`src/tcg_pkg.sv`:
```
`default_nettype none
package tcg_pkg;
  // ------------------------------------------------------------
  // register indices, byte address is four times the index
  // ------------------------------------------------------------
  localparam logic [2:0] IDX_COUNT_HIGH    = 3'h0;
  localparam logic [2:0] IDX_COUNT_LOW     = 3'h1;
  localparam logic [2:0] IDX_RELOAD_HIGH   = 3'h2;
  localparam logic [2:0] IDX_RELOAD_LOW    = 3'h3;
  localparam logic [2:0] IDX_CAPTURE_HIGH  = 3'h4;
  localparam logic [2:0] IDX_CAPTURE_LOW   = 3'h5;
  localparam logic [2:0] IDX_PIN_CONFIG    = 3'h6;
  localparam logic [2:0] IDX_TIMER_CONTROL = 3'h7;

  // ------------------------------------------------------------
  // reset and restart values
  // ------------------------------------------------------------
  localparam logic [15:0] COUNT_RESET   = 16'h0001;
  localparam logic [15:0] RELOAD_RESET  = 16'hffff;
  localparam logic [15:0] CAPTURE_RESET = 16'h0000;
  localparam logic [15:0] COUNT_RESTART = 16'h0001;
  localparam logic [7:0]  CONTROL_RESET = 8'h00;

  // ------------------------------------------------------------
  // field positions and limits
  // ------------------------------------------------------------
  localparam int CFG_OUT_FN_BIT    = 0;
  localparam int CFG_OUT_LEVEL_BIT = 1;
  localparam int CFG_PIN_LEVEL_BIT = 2;
  localparam int PRESCALE_MAX      = 7;

  typedef enum logic [2:0] {
    TCG_MODE_CAPTURE = 3'b000,
    TCG_MODE_COMPARE = 3'b001,
    TCG_MODE_GATED   = 3'b010,
    TCG_MODE_CAPCMP  = 3'b011
  } tcg_mode_t;

  // timer_control layout: enable, polarity, prescale exponent, mode
  typedef struct packed {
    logic       enable;
    logic       input_polarity_select;
    logic [2:0] prescale;
    tcg_mode_t  mode;
  } tcg_ctl_t;

  // synchronised input events
  typedef struct packed {
    logic level;
    logic rise;
    logic fall;
  } tcg_pin_t;
endpackage
`default_nettype wire

```
`src/tcg_timer.sv`:
```
`timescale 1ns/10ps
`default_nettype none
module tcg_timer
  import tcg_pkg::*;
(
  input  wire logic        mclk,
  input  wire logic        rst,
  input  wire logic [4:0]  avs_address,
  input  wire logic        avs_read,
  input  wire logic        avs_write,
  input  wire logic [31:0] avs_writedata,
  input  wire logic [3:0]  avs_byteenable,
  output logic      [31:0] avs_readdata,
  output logic             avs_waitrequest,
  input  wire logic        timer_in,
  output logic             timer_out,
  output logic             output_function_on,
  output logic             timer_irq
);
  // ------------------------------------------------------------
  // bus slave
  // ------------------------------------------------------------
  logic        ack;
  logic        rd_first;
  logic        wr_go;
  logic [2:0]  idx;
  logic [7:0]  wd;
  tcg_ctl_t    ctl;
  logic [15:0] count;
  logic [15:0] reload;
  logic [15:0] capture;
  logic [7:0]  reload_high_temp;
  logic [7:0]  low_hold;
  logic        out_fn;
  tcg_pin_t    pin;

  // one wait state: every access answers at the second edge
  assign avs_waitrequest = (avs_read | avs_write) & ~ack;
  assign rd_first        = avs_read & ~ack;
  assign wr_go           = avs_write & ack & avs_byteenable[0];
  assign idx             = avs_address[4:2];
  assign wd              = avs_writedata[7:0];
  assign output_function_on = out_fn;

  always_ff @(posedge mclk) begin
    if (rst) begin
      ack <= 1'b0;
    end else begin
      ack <= (avs_read | avs_write) & ~ack;
    end
  end

  // read side effects happen once, in the first cycle of the request
  always_ff @(posedge mclk) begin
    if (rst) begin
      avs_readdata <= 32'h0;
    end else if (rd_first) begin
      avs_readdata <= 32'h0;
      if (idx == IDX_COUNT_HIGH) begin
        avs_readdata[7:0] <= count[15:8];
      end else if (idx == IDX_COUNT_LOW) begin
        avs_readdata[7:0] <= ctl.enable ? low_hold : count[7:0];
      end else if (idx == IDX_RELOAD_HIGH) begin
        avs_readdata[7:0] <= reload[15:8];
      end else if (idx == IDX_RELOAD_LOW) begin
        avs_readdata[7:0] <= reload[7:0];
      end else if (idx == IDX_CAPTURE_HIGH) begin
        avs_readdata[7:0] <= capture[15:8];
      end else if (idx == IDX_CAPTURE_LOW) begin
        avs_readdata[7:0] <= capture[7:0];
      end else if (idx == IDX_PIN_CONFIG) begin
        avs_readdata[CFG_OUT_FN_BIT]    <= out_fn;
        avs_readdata[CFG_OUT_LEVEL_BIT] <= timer_out;
        avs_readdata[CFG_PIN_LEVEL_BIT] <= pin.level;
      end else begin
        avs_readdata[7:0] <= ctl;
      end
    end
  end

  // holding register only; reading never touches the counter
  always_ff @(posedge mclk) begin
    if (rst) begin
      low_hold <= COUNT_RESET[7:0];
    end else if (rd_first && idx == IDX_COUNT_HIGH && ctl.enable) begin
      low_hold <= count[7:0];
    end
  end

  always_ff @(posedge mclk) begin
    if (rst) begin
      ctl <= tcg_ctl_t'(CONTROL_RESET);
    end else if (wr_go && idx == IDX_TIMER_CONTROL) begin
      ctl <= tcg_ctl_t'(wd);
    end
  end

  always_ff @(posedge mclk) begin
    if (rst) begin
      out_fn <= 1'b0;
    end else if (wr_go && idx == IDX_PIN_CONFIG) begin
      out_fn <= wd[CFG_OUT_FN_BIT];
    end
  end

  // both reload bytes change together on the low byte write
  always_ff @(posedge mclk) begin
    if (rst) begin
      reload_high_temp <= RELOAD_RESET[15:8];
      reload           <= RELOAD_RESET;
    end else if (wr_go && idx == IDX_RELOAD_HIGH) begin
      reload_high_temp <= wd;
    end else if (wr_go && idx == IDX_RELOAD_LOW) begin
      reload <= {reload_high_temp, wd};
    end
  end

  // ------------------------------------------------------------
  // input pin and prescaler
  // ------------------------------------------------------------
  logic       in_s1;
  logic       in_s2;
  logic       in_s3;
  logic [6:0] div;
  logic       tick;

  always_ff @(posedge mclk) begin
    if (rst) begin
      in_s1 <= 1'b0;
      in_s2 <= 1'b0;
      in_s3 <= 1'b0;
    end else begin
      in_s1 <= timer_in;
      in_s2 <= in_s1;
      in_s3 <= in_s2;
    end
  end

  // one driver for the whole carrier: level, rise, fall
  assign pin = tcg_pin_t'({in_s2, in_s2 & ~in_s3, ~in_s2 & in_s3});

  // divider restarts while disabled so the first period is full length
  always_ff @(posedge mclk) begin
    if (rst || !ctl.enable) begin
      div <= 7'h00;
    end else if (tick) begin
      div <= 7'h00;
    end else begin
      div <= div + 7'h01;
    end
  end

  assign tick = ctl.enable &&
                (div == 7'((8'h01 << ctl.prescale) - 8'h01));

  // ------------------------------------------------------------
  // mode logic
  // ------------------------------------------------------------
  logic sel_edge;
  logic gate_on;
  logic gate_off;
  logic at_reload;
  logic started;
  logic cap_evt;
  logic match_evt;
  logic reload_evt;
  logic irq_evt;

  assign sel_edge  = ctl.input_polarity_select ? pin.rise : pin.fall;
  assign gate_on   = (pin.level == ctl.input_polarity_select);
  assign gate_off  = ctl.input_polarity_select ? pin.fall : pin.rise;
  assign at_reload = (count == reload);

  always_comb begin
    cap_evt    = 1'b0;
    match_evt  = 1'b0;
    reload_evt = 1'b0;
    irq_evt    = 1'b0;
    if (ctl.enable) begin
      case (ctl.mode)
        TCG_MODE_CAPTURE: begin
          cap_evt   = sel_edge;
          match_evt = tick & at_reload;
          irq_evt   = cap_evt | match_evt;
        end
        TCG_MODE_COMPARE: begin
          match_evt = tick & at_reload;
          irq_evt   = match_evt;
        end
        TCG_MODE_GATED: begin
          reload_evt = tick & gate_on & at_reload;
          irq_evt    = reload_evt | gate_off;
        end
        TCG_MODE_CAPCMP: begin
          cap_evt    = started & sel_edge;
          reload_evt = started & (sel_edge | (tick & at_reload));
          irq_evt    = reload_evt;
        end
        default: begin
          irq_evt = 1'b0;
        end
      endcase
    end
  end

  always_ff @(posedge mclk) begin
    if (rst || !ctl.enable) begin
      started <= 1'b0;
    end else if (ctl.mode == TCG_MODE_CAPCMP && sel_edge) begin
      started <= 1'b1;
    end
  end

  // software byte writes land directly; a count in flight is overwritten
  always_ff @(posedge mclk) begin
    if (rst) begin
      count <= COUNT_RESET;
    end else if (wr_go && idx == IDX_COUNT_HIGH) begin
      count[15:8] <= wd;
    end else if (wr_go && idx == IDX_COUNT_LOW) begin
      count[7:0] <= wd;
    end else if (reload_evt) begin
      count <= COUNT_RESTART;
    end else if (tick && (ctl.mode != TCG_MODE_GATED || gate_on) &&
                 (ctl.mode != TCG_MODE_CAPCMP || started)) begin
      count <= count + 16'h0001;
    end
  end

  // a hardware capture wins over a software write in the same cycle
  always_ff @(posedge mclk) begin
    if (rst) begin
      capture <= CAPTURE_RESET;
    end else if (cap_evt) begin
      capture <= count;
    end else if (wr_go && idx == IDX_CAPTURE_HIGH) begin
      capture[15:8] <= wd;
    end else if (wr_go && idx == IDX_CAPTURE_LOW) begin
      capture[7:0] <= wd;
    end
  end

  always_ff @(posedge mclk) begin
    if (rst) begin
      timer_out <= 1'b0;
    end else if (out_fn && (reload_evt ||
                 (ctl.mode == TCG_MODE_COMPARE && match_evt))) begin
      timer_out <= ~timer_out;
    end else if (wr_go && idx == IDX_PIN_CONFIG && !ctl.enable) begin
      timer_out <= wd[CFG_OUT_LEVEL_BIT];
    end
  end

  always_ff @(posedge mclk) begin
    if (rst) begin
      timer_irq <= 1'b0;
    end else begin
      timer_irq <= irq_evt;
    end
  end

  // ------------------------------------------------------------
  // assertions
  // ------------------------------------------------------------
  logic quiet;
  assign quiet = !(avs_write & ack);
endmodule
`default_nettype wire
```
`config.mk`:
```
export PLATFORM = sky130hd
export DESIGN_NAME = tcg_timer
export DESIGN_NICKNAME = d
export VERILOG_FILES = /design/src/tcg_pkg.sv /design/src/tcg_timer.sv
export SDC_FILE = /design/constraint.sdc
export NUM_CORES = 1
export LEC_CHECK = 0
export BUFFER_PORTS_ARGS = -buffer_cell sky130_fd_sc_hd__buf_2
export CORE_ASPECT_RATIO = 0.7
export CORE_MARGIN = 10
export CORE_UTILIZATION = 35
export DETAILED_ROUTE_END_ITERATION = 16
export RECOVER_POWER = 100
export SKIP_LAST_GASP = 1
export SYNTH_ARGS = -nofsm -noshare
export SYNTH_HDL_FRONTEND = slang
export SYNTH_SLANG_ARGS = --single-unit
```
`constraint.sdc`:
```
create_clock -name mclk -period 2.2 [get_ports mclk]
set_input_delay 0 -clock mclk [delete_from_list [all_inputs] [get_ports mclk]]
set_output_delay 0 -clock mclk [all_outputs]
set_load 0.05 [all_outputs]
```
# Yosys cells after proc, flatten, opt, wreduce, memory -nomap -nowiden

Cells that the tools add are included.

Output and inout bits: 36
Register bits after elaboration: 95
Logic and storage cells: 128
Input bits: 46

Shift-type cells: 1
Bitwise operators: 21
Multiplexer cells: 29
Reduce and logical (&&, ||, !) cells: 36
Equality and inequality tests: 17
Add/subtract/negate cells: 3

Operator list:

| cell                                                  | number |
|---|---|
| 2-to-1 mux 8 bit                                      | 13 |
| 2-to-1 mux 16 bit                                     | 3 |
| logical AND 1 bit                                     | 17 |
| adder 16 x 1 -> 16 bit, second input constant         | 1 |
| equality test 16 bit                                  | 1 |
| equality test 3 x 2 -> 1 bit, second input constant   | 4 |
| equality test 3 bit, second input constant            | 4 |
| bitwise AND 1 bit                                     | 11 |
| 2-to-1 mux 1 bit                                      | 8 |
| AND reduction 2 bit                                   | 4 |
| adder 7 x 1 -> 7 bit, second input constant           | 1 |
| equality test 7 bit                                   | 1 |
| inverter 1 bit                                        | 7 |
| << shifter 1 x 3 -> 7 bit, first input constant       | 1 |
| subtractor 7 x 1 -> 7 bit, second input constant      | 1 |
| equality test 3 x 1 -> 1 bit, second input constant   | 2 |
| zero test 3 bit                                       | 2 |
| inequality test 3 x 2 -> 1 bit, second input constant | 2 |
| nonzero test 2 bit                                    | 3 |
| nonzero test 3 bit                                    | 2 |
| OR reduction 2 bit                                    | 3 |
| 2-to-1 mux 5 bit                                      | 1 |
| logical OR 1 bit                                      | 4 |
| inequality test 2 bit, second input constant          | 2 |
| 6 further kinds                                       | 9 |

# Depth between registers and ports, before layout

Word-level depth: 12
Mapped depth: 9
Mapped depth without buffers: 8

# Worst setup path after synthesis

OpenSTA, ideal clock, no wires.

Path kind: flip-flop to flip-flop
Start: register ctl[4] (netlist bit)
End: register count[6]
Cell stages (with the launch flop): 10
Setup time: 0.132 ns
Slack: 0.075 ns
Data arrival time: 1.994 ns
Path through: dfxtp_1 > buf_6 > a2111oi_1 > a31o_1 > o22ai_2 > nor4_4 > nor2_1 > buf_2 > a32oi_1 > o32ai_1

Word-level cells in the longest chain between the ends: 11
Elaborated cells between the ends (all ways): 17
Classes of those cells: add/sub: 1; eq/ne: 1; shift: 1; mux: 4; bitwise: 5; reduce/logical: 5

RTL lines:

| item                                                              | line             | source |
|---|---|---|
| from (decl)                                                       | tcg_timer.sv:28  | `tcg_ctl_t ctl;` |
| from (signal assigned)                                            | tcg_timer.sv:92  | `ctl <= tcg_ctl_t'(CONTROL_RESET);` |
| from (signal assigned)                                            | tcg_timer.sv:94  | `ctl <= tcg_ctl_t'(wd);` |
| << shifter 1 x 3 -> 7 bit (*)                                     | tcg_timer.sv:154 | `(div == 7'((8'h01 << ctl.prescale) - 8'h01));` |
| subtractor 7 x 1 -> 7 bit (*)                                     | tcg_timer.sv:154 |  |
| equality test 7 bit (*)                                           | tcg_timer.sv:154 |  |
| logical AND 1 bit (*)                                             | tcg_timer.sv:153 | `assign tick = ctl.enable &&` |
| bitwise AND 1 bit                                                 | tcg_timer.sv:196 | `reload_evt = started & (sel_edge \| (tick & at_reload));` |
| bitwise OR 1 bit                                                  | tcg_timer.sv:196 |  |
| bitwise AND 1 bit                                                 | tcg_timer.sv:196 |  |
| case mux 1 bit (2 select lines)                                   | tcg_timer.sv:180 | `case (ctl.mode)` |
| 2-to-1 mux 1 bit                                                  | tcg_timer.sv:179 | `if (ctl.enable) begin` |
| nonzero test 3 bit (no line) or 2-to-1 mux 16 bit (tied branches) | n/a              |  |
| AND reduction 2 bit (no line) or 2-to-1 mux 8 bit (tied branches) | n/a              |  |
| to (signal assigned)                                              | tcg_timer.sv:221 | `count[7:0] <= wd;` |
| to (signal assigned)                                              | tcg_timer.sv:226 | `count <= count + 16'h0001;` |
| to (decl)                                                         | tcg_timer.sv:29  | `logic [15:0] count;` |

Mark *: on every way between the ends. The rest lies on a longest branch, timed or not.
A chain may end at the register's enable or synchronous reset.

# Worst setup path in the final report

Start: register count[10]
End: register timer_out

Word-level cells in the longest chain between the ends: 9
Elaborated cells between the ends (all ways): 14
Classes of those cells: eq/ne: 1; mux: 5; bitwise: 4; reduce/logical: 4

RTL lines:

| item                                                   | line                                                 | source |
|---|---|---|
| from (signal assigned)                                 | tcg_timer.sv:219                                     | `count[15:8] <= wd;` |
| from (signal assigned)                                 | tcg_timer.sv:226                                     |  |
| equality test 16 bit (*)                               | tcg_timer.sv:172                                     | `assign at_reload = (count == reload);` |
| bitwise AND 1 bit                                      | tcg_timer.sv:183, tcg_timer.sv:187, tcg_timer.sv:196 |  |
| bitwise OR 1 bit                                       | tcg_timer.sv:196                                     |  |
| bitwise AND 1 bit                                      | tcg_timer.sv:196                                     |  |
| case mux 1 bit (2 select lines)                        | tcg_timer.sv:180                                     |  |
| 2-to-1 mux 1 bit                                       | tcg_timer.sv:179                                     |  |
| logical OR 1 bit (*)                                   | tcg_timer.sv:246                                     | `end else if (out_fn && (reload_evt \|\|` |
| logical AND 1 bit (*)                                  | tcg_timer.sv:246                                     |  |
| 2-to-1 mux 1 bit or nonzero test 2 bit (tied branches) | n/a                                                  |  |
| to (signal assigned)                                   | tcg_timer.sv:248                                     | `timer_out <= ~timer_out;` |
| to (signal assigned)                                   | tcg_timer.sv:250                                     | `timer_out <= wd[CFG_OUT_LEVEL_BIT];` |
| to (decl)                                              | tcg_timer.sv:16                                      | `output logic timer_out,` |

Marked as above.

==> impl_metrics.toml <==
[outcome]
status = "finished, violations left"
violations = "setup timing"

[timing]
holdWs_ns = 0.04605
slew_violations = 0
rsz0062_at_grt = "true"
finalHoldViolCount = 0
fmax_mhz = 415.8
slew_headroom_pct = 38.37
worst_pin_slew_ns = 0.9244
setup_slack_ns = -0.2052
finalCriticalPeriod_ns = 2.405
setup_viol = 17
timing.setup.tns_ns = -2.172
fin_crit_sh_pct = 109.3
fin_skew_ns = 0.009342

[yosys]
synth_compound_area_share_pct = 17.52
syn_inst = 663
yosys.area.top_type = "dfxtp_1"
synth_top_family_by_area = "simple AND/OR/NAND/NOR gates"
yosys-mux-area-fraction_pct = 12.85
synth_area_um2 = 5572
synthTopCellsByCount = "dfxtp_1, nand2_1, nor2_1, mux2i_1, nand3_1"
ys_types = 68
synth_xor_area_share_pct = 4.087
ys_seq_area_share_pct = 34.13
yosys-top-cells-area = "dfxtp_1, mux2i_1, nand2_1"
synthArstFlopShare_pct = 0
synth.most_common_cell = "dfxtp_1"
synth-edff-count = 0
synthSimpleGateAreaFrac_pct = 21.11
synth_fa_ha_area_share_pct = 0.4491
synthFlopType = "dfxtp_1"
synth_top_area_share_pct = 34.13
yosysWarnings = 0
syn_avg_cell_area_um2 = 8.404
synth-seq-cells = 95

[cells_and_area]
syn_to_final_growth_pct = 24.59
drive_gt1_share_pct = 26.32
multi_input_area_um2 = 3477
num_antenna_cells = 0
fill_cells = 1544
stdcell_area_um2 = 6942
final_cells = 956
seq_area_um2 = 1923
finalNetCount = 799

[floorplanning]
start_util_pct = 35.84
dieHeight_um = 125.6
dieArea_um2 = 21450
rows = 38
fp.dieW_um = 170.8
io_pins = 82
core_area_um2 = 15550

[grt]
grt.total_usage_pct = 17.54
grt_pass1_vias = 5240
overflow = 0
antenna_found_initial = 0
grt_max_degree = 35
grt_first_pass_wirelength_mm = 29.78

[cts]
cts-root-buf = "clkbuf_16"
clkSinkCount = 95
numCtsBuffers = 9
clkLatencyLatePin_ns = 0.35
cts_max_level = 3
path_clk_slew_ns = 0.07
cts_tree = "done"
cts_max_path_buffers = 2

[route]
vias = 5397
wire_per_inst_um = 20.52
drt_pass1_iterations = 5
wl_mm = 19.62
ant_nets = 0
drtIter0Drc = 583
drc = 0
vias_per_cell = 5.645

[setup_path]
r2r_cells = 9
crit_type = "flop to flop"
crit_fanout = 3
reg2reg_from = "count[10]"
rrSetupSlack_ns = -0.21
cp-start-kind = "flop"
end_kind = "flop"
arrival_ns = 2.69
cp.required_ns = 2.48
worstReg2RegEnd = "timer_out"

[worst_hold_path]
hold_path_class = "primary input to flop"
hold_start = "avs_writedata[7]"
min_path_cells = 3
whs_endpoint = "reload[7]"

[power_and_ir_drop]
leakage_nw = 2.727
power_density_nw_per_um2 = 557.2
peakVddDrop_uv = 366.7

[placement]
place_ws_ns = -0.2362
placedCellCount = 929
gp_congestion = 0.9241
port_buffers = 28
dpl_cell_area_um2 = 6272
dp_hpwl_mm = 14.15

[flow_run]
cap_violations = 0
worst max-delay path by stage:
stage                end      start  cells after the start
6_report       timer_out  count[10]                      9
5_1_grt        timer_out  reload[3]                      9
4_1_cts         count[5]     ctl[3]                     10
3_5_place_dp   count[13]     ctl[4]                      8
3_3_place_gp    count[7]     ctl[4]                     10
2_1_floorplan   count[6]     ctl[4]                      9
cells in the final DEF, fill, tap and decap left out, types with 5 or more instances in the layout:
cell and n:
dfxtp_1 86, dfxtp_2 5, mux2_2 8, nand3_1 31, clkbuf_16 9, nor2b_1 8
conb_1 24, nand2_1 83, xor2_1 17, a21oi_1 23, clkbuf_1 18, and3_1 7
xnor2_1 8, nand4_1 6, mux4_2 6, nor3_1 9, buf_2 15, a32oi_1 8
buf_4 94, o21ai_0 9, mux2i_1 48, a211oi_1 20, nor2_1 69, inv_1 13
a22oi_1 11, a221oi_2 6, o211ai_1 7
per-layer routing:
metal	routed length [um]	GRT usage, %	up-vias
met3	1828	3.395	27
met5	0	0	-
met2	8260	24.95	249
met1	9280	26.32	2624
li1	-	-	2497
met4	248	3.807	0
per-stage QoR:
stage          utilization (%)  power, mW
2_1_floorplan                -      2.119
3_3_place_gp             40.34      2.206
3_5_place_dp             40.34      2.215
4_1_cts                  43.67      3.875
5_1_grt                  44.65      3.993
6_report                 44.65      3.868
flip-flops by register name, summed over array words and instances (netlist names):
register,count
ack,1
avs_readdata,8
capture,16
count,16
ctl,8
div,7
in_s1,1
in_s2,1
in_s3,1
low_hold,8
output_function_on,1
reload,16
reload_high_temp,8
started,1
timer_irq,1
timer_out,1
critical path, stage by stage, from the launching register on:
cell       delay, ns
dfxtp_4         0.37
xor2_2          0.15
nor4_2          0.36
nand4_1         0.18
buf_4           0.19
buf_4           0.14
or4_1           0.50
o2111ai_1       0.27
a311oi_2        0.08
nor2_1          0.10
logic make-up after synthesis:
family | count (synthesis)
xor gates and xnor gates | 26
muxes | 63
and+or+nand+nor | 252
buffers and inverters | 94
other | 1
adders and majority gates | 2
DFF | 95
AOI/OAI and AO/OA | 130
what timing repair did:
item	4_1_cts	5_1_grt
pin swaps	22	12
hold buffers	3	0
buffers inserted	5	4
endpoints found under the setup margin	17	17
hold endpoints to repair	2	0
resized for setup	36	29
gates cloned	1	0
cell type report:
| type | count | area share [%] |
|---|---|---|
| timing repair buffer | 135 | 13.37 |
| multi-input combinational | 497 | 50.09 |
| clock buffer | 10 | 3.443 |
| clock inverter | 6 | 1.081 |
| sequential | 95 | 27.70 |
| tap | 200 | 3.605 |
| inverter | 13 | 0.7030 |
where the power goes:
part,internal (mW),switching [mW]
sequential,1.74,0.0203
combinational,0.116,0.324
clock,0.932,0.740
total,2.78,1.08
Note: power is estimated with default switching activity, not from simulation.
